[config.mk]
export PLATFORM = sky130hd
export DESIGN_NAME = efc_capture
export DESIGN_NICKNAME = d
export VERILOG_FILES = /design/src/inc/efc_pkg.sv /design/src/core/efc_capture.sv /design/src/core/efc_sync.sv
export SDC_FILE = /design/constraint.sdc
export NUM_CORES = 1
export LEC_CHECK = 0
export BUFFER_PORTS_ARGS = -buffer_cell sky130_fd_sc_hd__buf_2
export CAP_MARGIN = 20
export CORE_AREA = 2 2 289 291
export DETAILED_ROUTE_END_ITERATION = 10
export DIE_AREA = 0 0 291 293
export HOLD_SLACK_MARGIN = 0.05
export PLACE_DENSITY_LB_ADDON = 0.12
export SYNTH_ARGS = -nofsm -noshare
export SYNTH_HDL_FRONTEND = slang
export SYNTH_SLANG_ARGS = --single-unit
export TNS_END_PERCENT = 1
[constraint.sdc]
create_clock -name core_clk_i -period 3.6 [get_ports core_clk_i]
set_input_delay 1.08 -clock core_clk_i [delete_from_list [all_inputs] [get_ports core_clk_i]]
set_output_delay 1.08 -clock core_clk_i [all_outputs]
set_load 0.005 [all_outputs]
[src/inc/efc_pkg.sv]
// constants, carrier types and register map of the encoder marker/freeze capture block
// ****************************************************************
// ****************************************************************
package efc_pkg;

	// ****************************************************************
	// timing
	// ****************************************************************
	localparam int CLK_HZ = 50_000_000;
	localparam int UPDATE_US = 250;
	localparam int UPDATE_CYCLES = UPDATE_US * (CLK_HZ / 1_000_000);

	// ****************************************************************
	// encoder indices, sources and field positions
	// ****************************************************************
	localparam int ENC_FB = 0;
	localparam int ENC_REF = 1;
	localparam int NUM_ENC = 2;
	localparam int NUM_SRC = 5;
	localparam logic [7:0] SRC_DRIVE = 8'h00;
	localparam logic [7:0] SRC_SLOT1 = 8'h01;
	localparam logic [7:0] SRC_SLOT2 = 8'h02;
	localparam logic [7:0] SRC_SLOT3 = 8'h03;
	localparam logic [7:0] SRC_USER = 8'h04;
	localparam logic [7:0] SRC_UNCONF = 8'h05;
	localparam logic [7:0] SRC_RESET = SRC_UNCONF;
	localparam int TURNS_LSB = 16;
	localparam int COARSE_LSB = 0;
	localparam int PIN_FB_LSB = 0;
	localparam int PIN_REF_LSB = 5;
	localparam int PIN_FRZ = 10;
	localparam int NUM_PINS = 11;

	// ****************************************************************
	// event trigger codes
	// ****************************************************************
	localparam logic [15:0] EV_NONE = 16'h0000;
	localparam logic [15:0] EV_BASE = 16'h0001;
	localparam logic [15:0] EV_ONE = 16'h0002;
	localparam logic [15:0] EV_TWO = 16'h0003;
	localparam logic [15:0] EV_THREE = 16'h0004;
	localparam logic [15:0] EV_TRIG_RESET = EV_NONE;

	// ****************************************************************
	// register byte offsets
	// ****************************************************************
	localparam logic [7:0] OFS_FB_LIVE = 8'h00;
	localparam logic [7:0] OFS_REF_LIVE = 8'h04;
	localparam logic [7:0] OFS_FB_FRZ_TC = 8'h08;
	localparam logic [7:0] OFS_REF_FRZ_TC = 8'h0c;
	localparam logic [7:0] OFS_REF_MK_POS = 8'h10;
	localparam logic [7:0] OFS_REF_MK_TURNS = 8'h14;
	localparam logic [7:0] OFS_FB_MK_TC = 8'h18;
	localparam logic [7:0] OFS_REF_MK_TC = 8'h1c;
	localparam logic [7:0] OFS_EV_TRIG = 8'h20;
	localparam logic [7:0] OFS_REF_MK_FLAG = 8'h24;
	localparam logic [7:0] OFS_FB_MK_FLAG = 8'h28;
	localparam logic [7:0] OFS_REF_SRC = 8'h2c;
	localparam logic [7:0] OFS_FB_SRC = 8'h30;
	localparam logic [7:0] OFS_REF_MK_EN = 8'h34;
	localparam logic [7:0] OFS_FB_MK_EN = 8'h38;
	localparam logic [7:0] OFS_REF_FRZ_EN = 8'h3c;
	localparam logic [7:0] OFS_FB_FRZ_EN = 8'h40;
	localparam logic [7:0] OFS_REF_FRZ_FLAG = 8'h44;
	localparam logic [7:0] OFS_FB_FRZ_FLAG = 8'h48;

	// ****************************************************************
	// carrier types
	// ****************************************************************
	typedef struct packed {
		logic [15:0] turns;
		logic [15:0] coarse;
		logic [31:0] position;
	} efc_enc_type;

	typedef struct packed {
		logic psel;
		logic penable;
		logic pwrite;
		logic [7:0] paddr;
		logic [31:0] pwdata;
	} efc_apb_req_type;

	typedef struct packed {
		logic pready;
		logic [31:0] prdata;
		logic pslverr;
	} efc_apb_rsp_type;

endpackage

[src/core/efc_capture.sv]
// encoder marker/freeze capture block with apb register file
//
// Local design decisions: the placing of the registers and the APB register port.
`timescale 1ns/1ps
module efc_capture #(
	parameter int UPDATE_CYCLES = efc_pkg::UPDATE_CYCLES
) (
	input wire logic core_clk_i,
	input wire logic nrst_i,
	input wire efc_pkg::efc_apb_req_type apb_req_i,
	output efc_pkg::efc_apb_rsp_type apb_rsp_o,
	input wire efc_pkg::efc_enc_type [efc_pkg::NUM_SRC-1:0] fb_enc_i,
	input wire efc_pkg::efc_enc_type [efc_pkg::NUM_SRC-1:0] ref_enc_i,
	input wire logic [efc_pkg::NUM_SRC-1:0] fb_marker_i,
	input wire logic [efc_pkg::NUM_SRC-1:0] ref_marker_i,
	input wire logic freeze_i,
	output logic [3:0] event_task_o
);

	// ****************************************************************
	// state
	// ****************************************************************
	typedef struct packed {
		logic [efc_pkg::NUM_ENC-1:0][31:0] live_tc;
		logic [efc_pkg::NUM_ENC-1:0][31:0] frz_tc;
		logic [efc_pkg::NUM_ENC-1:0][31:0] mk_tc;
		logic [31:0] ref_mk_pos;
		logic [15:0] ref_mk_turns;
		logic [15:0] ev_trig;
		logic [efc_pkg::NUM_ENC-1:0] mk_flag;
		logic [efc_pkg::NUM_ENC-1:0] mk_en;
		logic [efc_pkg::NUM_ENC-1:0] frz_flag;
		logic [efc_pkg::NUM_ENC-1:0] frz_en;
		logic [efc_pkg::NUM_ENC-1:0][7:0] src;
		logic [efc_pkg::NUM_PINS-1:0] pin_prev;
		logic [13:0] tick_cnt;
		logic [3:0] ev_pulse;
		efc_pkg::efc_apb_rsp_type rsp;
	} efc_state_type;

	localparam logic [13:0] TICK_LAST = 14'(UPDATE_CYCLES - 1);

	efc_state_type st;
	efc_state_type next_st;
	logic [efc_pkg::NUM_PINS-1:0] pins_s;
	efc_pkg::efc_enc_type [efc_pkg::NUM_ENC-1:0][efc_pkg::NUM_SRC-1:0] enc_all;

	// one driver for the whole array; the reference encoder sits in the upper entry
	assign enc_all = {ref_enc_i, fb_enc_i};

	// ****************************************************************
	// pin synchronisers
	// ****************************************************************
	efc_sync #(
		.WIDTH(efc_pkg::NUM_PINS)
	) u_sync (
		.core_clk_i(core_clk_i),
		.nrst_i(nrst_i),
		.async_i({freeze_i, ref_marker_i, fb_marker_i}),
		.sync_o(pins_s)
	);

	// ****************************************************************
	// read mux
	// ****************************************************************
	function automatic logic [32:0] read_reg(input logic [7:0] addr, input efc_state_type s);
		logic [32:0] r;
		r = {1'b1, 32'h0000_0000};
		case (addr)
			efc_pkg::OFS_FB_LIVE: r[31:0] = s.live_tc[efc_pkg::ENC_FB];
			efc_pkg::OFS_REF_LIVE: r[31:0] = s.live_tc[efc_pkg::ENC_REF];
			efc_pkg::OFS_FB_FRZ_TC: r[31:0] = s.frz_tc[efc_pkg::ENC_FB];
			efc_pkg::OFS_REF_FRZ_TC: r[31:0] = s.frz_tc[efc_pkg::ENC_REF];
			efc_pkg::OFS_REF_MK_POS: r[31:0] = s.ref_mk_pos;
			efc_pkg::OFS_REF_MK_TURNS: r[15:0] = s.ref_mk_turns;
			efc_pkg::OFS_FB_MK_TC: r[31:0] = s.mk_tc[efc_pkg::ENC_FB];
			efc_pkg::OFS_REF_MK_TC: r[31:0] = s.mk_tc[efc_pkg::ENC_REF];
			efc_pkg::OFS_EV_TRIG: r[15:0] = s.ev_trig;
			efc_pkg::OFS_REF_MK_FLAG: r[0] = s.mk_flag[efc_pkg::ENC_REF];
			efc_pkg::OFS_FB_MK_FLAG: r[0] = s.mk_flag[efc_pkg::ENC_FB];
			efc_pkg::OFS_REF_SRC: r[7:0] = s.src[efc_pkg::ENC_REF];
			efc_pkg::OFS_FB_SRC: r[7:0] = s.src[efc_pkg::ENC_FB];
			efc_pkg::OFS_REF_MK_EN: r[0] = s.mk_en[efc_pkg::ENC_REF];
			efc_pkg::OFS_FB_MK_EN: r[0] = s.mk_en[efc_pkg::ENC_FB];
			efc_pkg::OFS_REF_FRZ_EN: r[0] = s.frz_en[efc_pkg::ENC_REF];
			efc_pkg::OFS_FB_FRZ_EN: r[0] = s.frz_en[efc_pkg::ENC_FB];
			efc_pkg::OFS_REF_FRZ_FLAG: r[0] = s.frz_flag[efc_pkg::ENC_REF];
			efc_pkg::OFS_FB_FRZ_FLAG: r[0] = s.frz_flag[efc_pkg::ENC_FB];
			default: r[32] = 1'b0;
		endcase
		return r;
	endfunction

	// ****************************************************************
	// next-state logic
	// ****************************************************************
	always_comb begin
		logic tick;
		logic wr;
		logic [7:0] wa;
		logic [31:0] wd;
		logic [efc_pkg::NUM_PINS-1:0] rise;
		logic [efc_pkg::NUM_ENC-1:0] cfg;
		logic [efc_pkg::NUM_ENC-1:0] mk_rise;
		logic [efc_pkg::NUM_ENC-1:0] set_mk;
		logic [efc_pkg::NUM_ENC-1:0] set_frz;
		logic frz_rise;
		logic [32:0] rd;
		efc_pkg::efc_enc_type [efc_pkg::NUM_ENC-1:0] sel;
		tick = 1'b0;
		wr = 1'b0;
		wa = apb_req_i.paddr;
		wd = apb_req_i.pwdata;
		rise = pins_s & ~st.pin_prev;
		cfg = '0;
		mk_rise = '0;
		set_mk = '0;
		set_frz = '0;
		frz_rise = rise[efc_pkg::PIN_FRZ];
		rd = '0;
		sel = '0;
		next_st = st;
		next_st.pin_prev = pins_s;
		next_st.ev_pulse = 4'h0;

		// base update tick paces the live position words
		if (st.tick_cnt == TICK_LAST) begin
			tick = 1'b1;
			next_st.tick_cnt = 14'h0000;
		end else begin
			next_st.tick_cnt = st.tick_cnt + 14'h0001;
		end

		// per-encoder source select, live update and captures
		for (int e = 0; e < efc_pkg::NUM_ENC; e++) begin
			// codes above unconfigured have no source either
			cfg[e] = st.src[e] < efc_pkg::SRC_UNCONF;
			if (cfg[e]) begin
				sel[e] = enc_all[e][st.src[e][2:0]];
				mk_rise[e] = (e == efc_pkg::ENC_FB) ?
					rise[efc_pkg::PIN_FB_LSB + int'(st.src[e][2:0])] :
					rise[efc_pkg::PIN_REF_LSB + int'(st.src[e][2:0])];
			end
			if (tick && cfg[e]) begin
				next_st.live_tc[e] = {sel[e].turns, sel[e].coarse};
			end
			// an armed, enabled marker flag holds its capture until re-armed
			if (cfg[e] && mk_rise[e] && !(st.mk_en[e] && st.mk_flag[e])) begin
				next_st.mk_tc[e] = {sel[e].turns, sel[e].coarse};
				if (e == efc_pkg::ENC_REF) begin
					next_st.ref_mk_pos = sel[e].position;
					next_st.ref_mk_turns = sel[e].turns;
				end
			end
			set_mk[e] = cfg[e] && mk_rise[e] && st.mk_en[e];
			if (cfg[e] && frz_rise && !st.frz_flag[e]) begin
				next_st.frz_tc[e] = {sel[e].turns, sel[e].coarse};
				set_frz[e] = st.frz_en[e];
			end
		end

		// apb: write takes effect at the access edge with pready high
		wr = apb_req_i.psel && apb_req_i.penable && apb_req_i.pwrite && st.rsp.pready;
		if (wr) begin
			case (wa)
				efc_pkg::OFS_EV_TRIG: begin
					next_st.ev_trig = wd[15:0];
					case (wd[15:0])
						efc_pkg::EV_BASE: next_st.ev_pulse = 4'h1;
						efc_pkg::EV_ONE: next_st.ev_pulse = 4'h2;
						efc_pkg::EV_TWO: next_st.ev_pulse = 4'h4;
						efc_pkg::EV_THREE: next_st.ev_pulse = 4'h8;
						default: next_st.ev_pulse = 4'h0;
					endcase
				end
				efc_pkg::OFS_REF_MK_FLAG: begin
					if (!wd[0]) begin
						next_st.mk_flag[efc_pkg::ENC_REF] = 1'b0;
					end
				end
				efc_pkg::OFS_FB_MK_FLAG: begin
					if (!wd[0]) begin
						next_st.mk_flag[efc_pkg::ENC_FB] = 1'b0;
					end
				end
				efc_pkg::OFS_REF_FRZ_FLAG: begin
					if (!wd[0]) begin
						next_st.frz_flag[efc_pkg::ENC_REF] = 1'b0;
					end
				end
				efc_pkg::OFS_FB_FRZ_FLAG: begin
					if (!wd[0]) begin
						next_st.frz_flag[efc_pkg::ENC_FB] = 1'b0;
					end
				end
				efc_pkg::OFS_REF_SRC: next_st.src[efc_pkg::ENC_REF] = wd[7:0];
				efc_pkg::OFS_FB_SRC: next_st.src[efc_pkg::ENC_FB] = wd[7:0];
				efc_pkg::OFS_REF_MK_EN: next_st.mk_en[efc_pkg::ENC_REF] = wd[0];
				efc_pkg::OFS_FB_MK_EN: next_st.mk_en[efc_pkg::ENC_FB] = wd[0];
				efc_pkg::OFS_REF_FRZ_EN: next_st.frz_en[efc_pkg::ENC_REF] = wd[0];
				efc_pkg::OFS_FB_FRZ_EN: next_st.frz_en[efc_pkg::ENC_FB] = wd[0];
				default: ;
			endcase
		end

		// hardware set wins over a clear in the same cycle
		next_st.mk_flag = next_st.mk_flag | set_mk;
		next_st.frz_flag = next_st.frz_flag | set_frz;

		// answer one cycle after setup, so every bus output is a flop
		if (apb_req_i.psel && !apb_req_i.penable && !st.rsp.pready) begin
			rd = read_reg(wa, st);
			next_st.rsp.pready = 1'b1;
			next_st.rsp.pslverr = ~rd[32];
			next_st.rsp.prdata = apb_req_i.pwrite ? 32'h0000_0000 : rd[31:0];
		end else begin
			next_st.rsp = '0;
		end
	end

	// ****************************************************************
	// registers
	// ****************************************************************
	always_ff @(posedge core_clk_i or negedge nrst_i) begin
		if (!nrst_i) begin
			st <= '0;
			st.ev_trig <= efc_pkg::EV_TRIG_RESET;
			st.src <= {efc_pkg::SRC_RESET, efc_pkg::SRC_RESET};
		end else begin
			st <= next_st;
		end
	end

	assign apb_rsp_o = st.rsp;
	assign event_task_o = st.ev_pulse;

endmodule // efc_capture

[src/core/efc_sync.sv]
// two-flop synchroniser for the marker and freeze pins
`timescale 1ns/1ps
module efc_sync #(
	parameter int WIDTH = 1
) (
	input wire logic core_clk_i,
	input wire logic nrst_i,
	input wire logic [WIDTH-1:0] async_i,
	output logic [WIDTH-1:0] sync_o
);
	logic [WIDTH-1:0] meta;

	// ****************************************************************
	// one pair of flops per bit; meta feeds only the second flop
	// ****************************************************************
	for (genvar b = 0; b < WIDTH; b++) begin : g_bit
		always_ff @(posedge core_clk_i or negedge nrst_i) begin
			if (!nrst_i) begin
				meta[b] <= 1'b0;
				sync_o[b] <= 1'b0;
			end else begin
				meta[b] <= async_i[b];
				sync_o[b] <= meta[b];
			end
		end
	end
endmodule // efc_sync

==> out/results.ini, run 1 <==
[cts]
cts_inserted_buffers=41
postCtsHoldBufs=0
clkLatencyLatePin_ns=0.58
cts_num_sinks=349
cts_tree=done
postCtsSetupRepairBufs=0
h-tree-depth=2
cts.clk_slew.worst_paths_ns=0.06
cts_resized=0
clockBufferDepth=3
root_buffer=clkbuf_16

[detailed_routing]
route.detailed.drc=0
wire_per_inst_um=27.3
wirelength_um=86700
routed_via_density=5.00
ant_nets=0
num_vias=15900
drt_iter0_markers=1120
firstDrtPassIters=6

[yosys]
syn_inst=1546
syn_area_sq_mm=0.0189
ys_async_sr_fraction=1.00
synth-edff-count=0
ys_warn_count=0
ys_seq_area_frac=0.464
synth.ff_latch_count=349
avgSynthCellArea_sq_um=12.2
synth.distinct_cells=70
synth_nets=2245
synthFlopType=dfrtp_1

[floorplanning]
die_y_um=293
rows=105
dieArea_sq_mm=0.0853
die_x_um=291
start_util=0.230
io_pins=734
core_sq_mm=0.0818

[sta]
fin_hold_ws_ns=0.347
clock-skew-final_ns=0.0269
report.final.slew_viol_count=0
tns_ns=0
rsz0062_at_grt=no
period_minus_slack_ns=3.08
setup_viol=0
max_freq_mhz=325
finalCritPeriodShare=0.854
max_slew_margin=0.497
tightest_slew_ns=0.754
finalHoldViolations=0

[global_routing]
grt_pass1_wl_um=123000
antenna_found_initial=21
overflow=0
track_usage=0.199
grt_max_degree=81
grt_pass1_vias=17000

[status]
outcome=completed

[worst_setup_path]
cp.required_ns=4.04
critPathTopFamily=compound AO/OA/AOI/OAI gates
critPathLaunchType=register
critPathKind=register to register
cp_slowest_cell=dfstp_4
cp_cell_sequence=inv_1 -> ha_1 -> a211oi_1 -> nor4b_2 -> o2111ai_4 -> buf_12 -> mux2_1
crit_fanout=36
worstSetupEndpointType=register
critPathArrivalTime_ns=3.52
critPathMaxStageDelay_ns=0.71
critPathBufInv=2

[placed_design]
port_buffers=557
dp_hpwl_um=67400
gp_congestion=0.925

[pwr]
ir_drop_v=0.000268
leakage_nw=11.4
clockPowerShare=0.484
p_int_w=0.00734
switching_share=0.235
pwr-share-comb=0.092
power.total_w=0.00959
p_per_area_mw_per_mm2=389
p_sw_w=0.00225
p_seq_frac=0.423

[worst_hold_path]
hp-class=register to register

[finish]
nFillCells=8455
area_delta_synth_final_pct=30.7
drive_above_1_share=0.479
layout.nets=2770

[job]
cap_viol_max_count=0

==> per-layer routing <==
layer | wire (um) | vias to the layer above | GRT usage
met5 | 16 | - | 0
met4 | 2470 | 2 | 0.0569
met3 | 4650 | 103 | 0.0287
met2 | 40300 | 732 | 0.326
met1 | 39300 | 8140 | 0.273
li1 | - | 6937 | -
==> synthesized netlist by cell type, types with 7 or more instances <==
master / instances / share of area
buf_2: 43 / 0.011
a31oi_1: 12 / 0.0040
buf_1: 11 / 0.0022
o21ai_0: 33 / 0.0088
a221oi_1: 17 / 0.0079
o22ai_1: 12 / 0.0040
mux2_1: 51 / 0.030
a22o_1: 80 / 0.037
mux2_2: 167 / 0.10
nor2b_1: 14 / 0.0046
nand4_1: 8 / 0.0027
inv_1: 17 / 0.0034
a32oi_1: 7 / 0.0033
and3_1: 9 / 0.0030
nand3_1: 18 / 0.0048
buf_4: 45 / 0.018
a21oi_1: 41 / 0.011
nor2_1: 106 / 0.021
clkbuf_1: 61 / 0.012
a22oi_1: 99 / 0.039
nor3_1: 12 / 0.0032
a222oi_1: 13 / 0.0069
xor2_1: 8 / 0.0037
mux2i_1: 25 / 0.013
dfrtp_1: 345 / 0.46
mux4_2: 99 / 0.12
nand2_1: 102 / 0.020
==> layout by cell type, fill, tap and decap left out, types with 5 or more instances in the layout <==
| cell | instances |
|---|---|
| a221oi_1 | 17 |
| nand3_1 | 18 |
| nand2_1 | 102 |
| a22o_1 | 80 |
| xnor2_1 | 5 |
| a21oi_1 | 41 |
| bufinv_16 | 7 |
| nor4_1 | 5 |
| inv_1 | 16 |
| mux4_2 | 99 |
| o21ai_0 | 33 |
| buf_4 | 70 |
| clkbuf_16 | 43 |
| clkbuf_8 | 10 |
| o22ai_1 | 12 |
| diode_2 | 8 |
| a22oi_1 | 99 |
| nor3_1 | 11 |
| mux2_1 | 51 |
| nand3b_1 | 6 |
| a222oi_1 | 13 |
| buf_12 | 18 |
| mux2_2 | 167 |
| and3_1 | 9 |
| dfrtp_1 | 343 |
| clkbuf_1 | 9 |
| nor2_1 | 106 |
| nor2b_1 | 14 |
| nand2b_1 | 6 |
| xor2_1 | 8 |
| mux2i_1 | 25 |
| a32oi_1 | 7 |
| buf_2 | 556 |
| a31oi_1 | 12 |
| nand4_1 | 8 |
==> through the flow <==
stage	setup WS, ns	cells	util	area, sq um
after global routing	0.297	3177	0.301	24600
after floorplan	0.454	1546	-	18900
after global placement	0.290	3098	0.283	23100
after detailed placement	0.294	3098	0.283	23100
final	0.525	3181	0.301	24600
after CTS	0.410	3173	0.301	24600
==> power groups by stage <==
stage / clock [W] / combinational, W / sequential (W)
2_1_floorplan: 0 / 0.000332 / 0.00410
4_1_cts: 0.00479 / 0.000902 / 0.00406
5_1_grt: 0.00494 / 0.000962 / 0.00407
6_report: 0.00465 / 0.000887 / 0.00406
3_3_place_gp: 0 / 0.000884 / 0.00413
3_5_place_dp: 0 / 0.000900 / 0.00413
==> path summary, 6_finish.rpt <==
| check | slack [ns] | cells past startpoint | endpoint | startpoint |
|---|---|---|---|---|
| hold / removal | 0.35 | 0 | u_sync.sync_o[1] | u_sync.meta[1] |
| min in group asynchronous | 0.42 | 1 | u_sync.meta[1] | nrst_i |
| hold reg to reg | 0.35 | 0 | u_sync.sync_o[1] | u_sync.meta[1] |
| setup reg to reg | 0.52 | 7 | st[208] | st[71] |
| max in group asynchronous | 2.31 | 2 | apb_rsp_o[24] | nrst_i |
| setup / recovery | 0.52 | 7 | st[208] | st[71] |
==> final cells by class <==
type                       count  area (sq um)  share of cell area
multi-input combinational   1016          9290               0.377
timing repair buffer         645          3680               0.150
inverter                      18          67.6             0.00274
sequential                   349          8750               0.355
clock buffer                  62          1250              0.0506
tap                         1070          1340              0.0543
clock inverter                13           249              0.0101
antenna                        8          20.0            0.000813
==> sequential cells by signal, summed over array words and instances (netlist names) <==
signal / cells
apb_rsp_o: 34
u_sync.sync_o: 11
u_sync.meta: 11
st: 289
event_task_o: 4
==> kinds of logic after synthesis <==
group,share of synthesized area
DFF,0.464
xor gates and xnor gates,0.00604
adders and majority gates,0.00199
buffers and inverters,0.0491
muxes,0.262
AOI/OAI and AO/OA,0.131
and+or+nand+nor,0.0867
Power figures use the tool's default switching activity.
==> inputs of run 2 (changes only) <==
--- a/config.mk
+++ b/config.mk
@@ -8,6 +8,7 @@
 export BUFFER_PORTS_ARGS = -buffer_cell sky130_fd_sc_hd__buf_2
 export CAP_MARGIN = 20
 export CORE_AREA = 2 2 289 291
+export CTS_BUF_LIST = sky130_fd_sc_hd__clkbuf_8
 export DETAILED_ROUTE_END_ITERATION = 10
 export DIE_AREA = 0 0 291 293
 export HOLD_SLACK_MARGIN = 0.05
==> constraint.sdc (replaced) <==
create_clock -name core_clk_i -period 3.6 [get_ports core_clk_i]
set_input_delay 1.08 -clock core_clk_i [delete_from_list [all_inputs] [get_ports core_clk_i]]
set_output_delay 1.08 -clock core_clk_i [all_outputs]
set_load 0.01 [all_outputs]
==> run 2 against run 1 <==
Combinational power barely moved. Clock skew up 0.035 ns. Final area decreased by 1.2%. Fmax down 2.0%. Via count increased by 0.69%. Global-route usage rose by 0.10 points. Power fell by 11%. Cell count rose by 1.3%. Count of clock-buffer cells in the layout is 11 higher.
==> out/results.ini, run 2 (same netlist as run 1, synthesis figures left out) <==
[placed_design]
dpl.cell_count=3098
place_area_sq_mm=0.0231
port_buffers=557
dp_hpwl_um=67400
dp_slack_ns=0.294
gp_congestion=0.925

[cts]
cts_num_sinks=349
clkLatencyLatePin_ns=0.70
cts_tree=done
cts_resized=0
postCtsHoldBufs=0
root_buffer=clkbuf_8
postCtsSetupRepairBufs=0
cts_inserted_buffers=61
clockBufferDepth=3
h-tree-depth=2
cts.clk_slew.worst_paths_ns=0.06

[detailed_routing]
route.detailed.drc=0
routed_via_density=4.97
firstDrtPassIters=5
drt_iter0_markers=1139
num_vias=16000
ant_nets=0
wirelength_um=87200
wire_per_inst_um=27.1

[sta]
setup_slack_ns=0.460
rsz0062_at_grt=no
setup_viol=0
max_freq_mhz=319
tightest_slew_ns=0.753
period_minus_slack_ns=3.14
clock-skew-final_ns=0.0621
finalCritPeriodShare=0.872
report.final.slew_viol_count=0
max_slew_margin=0.498
tns_ns=0
finalHoldViolations=0

[worst_setup_path]
crit_fanout=36
cp_slowest_cell=dfstp_4
cp_cell_sequence=inv_1 -> ha_1 -> a211oi_1 -> nor4b_2 -> o2111ai_4 -> buf_12 -> mux2_1
critPathLaunchType=register
cp.required_ns=4.13
critPathMaxStageDelay_ns=0.71
worstSetupEndpointType=register
critPathKind=register to register
critPathArrivalTime_ns=3.67

[status]
outcome=completed

[floorplanning]
io_pins=734
core_sq_mm=0.0818
start_util=0.230
rows=105
die_x_um=291
dieArea_sq_mm=0.0853
die_y_um=293

[worst_hold_path]
hp-class=input pin to asynchronous set/reset pin

[global_routing]
met3_usage=0.0307
track_usage=0.200
use_met1=0.274
overflow=0
grt_max_degree=81
grt_pass1_wl_um=124000
antenna_found_initial=21
busiest_layer=met2
met2_usage=0.327
grt_pass1_vias=17100

[job]
cap_viol_max_count=0

[finish]
largest_register=st
nFillCells=8506
area_delta_synth_final_pct=29.1
drive_above_1_share=0.479
largest_register_ffs=289
layout.nets=2790
layout.cells.non_filler=3223
layout_common_cells=556 x buf_2, 343 x dfrtp_1, 167 x mux2_2, 106 x nor2_1, 102 x nand2_1
layout_commonest_cell=buf_2
fin_area_sq_mm=0.0243

[pwr]
ir_drop_v=0.000229
leakage_nw=11.4
p_per_area_mw_per_mm2=351
power.total_w=0.00855

## run 2: per-stage QoR
step                      utilization  hold slack [ns]
after floorplan                     -            0.331
final                           0.297            0.300
after global placement          0.283            0.336
after detailed placement        0.283            0.336
after global routing            0.297            0.310
after CTS                       0.297            0.272
## run 2: worst paths after layout
path                                start                to  slack, ns  cells past startpoint
max in group asynchronous          nrst_i     apb_rsp_o[27]       2.37                      2
min reg2reg                u_sync.meta[1]  u_sync.sync_o[1]       0.35                      0
min                                nrst_i    u_sync.meta[1]       0.30                      1
min in group core_clk_i    u_sync.meta[1]  u_sync.sync_o[1]       0.35                      0
max                                st[71]           st[208]       0.46                      7
max reg2reg                        st[71]           st[208]       0.46                      7
## run 2: area by class of cell
class / instances / area (sq um) / share of cell area
antenna: 13 / 32.5 / 0.00134
clock buffer: 73 / 1000 / 0.0413
clock inverter: 39 / 171 / 0.00705
inverter: 18 / 67.6 / 0.00278
multi-input combinational: 1016 / 9290 / 0.382
sequential: 349 / 8750 / 0.360
tap: 1070 / 1340 / 0.0550
timing repair buffer: 645 / 3680 / 0.151
## run 2: critical path, delay by kind of cell, from the launching register on
| family | cells | cell delay [ns] |
|---|---|---|
| and+or+nand+nor | 1 | 0.15 |
| DFF | 1 | 0.71 |
| buffers and inverters | 2 | 0.39 |
| muxes | 1 | 0.35 |
| AOI/OAI and AO/OA | 2 | 0.89 |
| adders and majority gates | 1 | 0.44 |
## run 2: routing by layer
layer	share of wire	vias to the layer above
met5	0.00018	-
met3	0.056	120
met2	0.46	730
met1	0.45	8189
met4	0.032	2
li1	-	6983
## run 2: report_power, final
group / internal, W / switching (W)
Combinational: 0.000442 / 0.000445
Clock: 0.00183 / 0.00177
Sequential: 0.00400 / 0.0000555
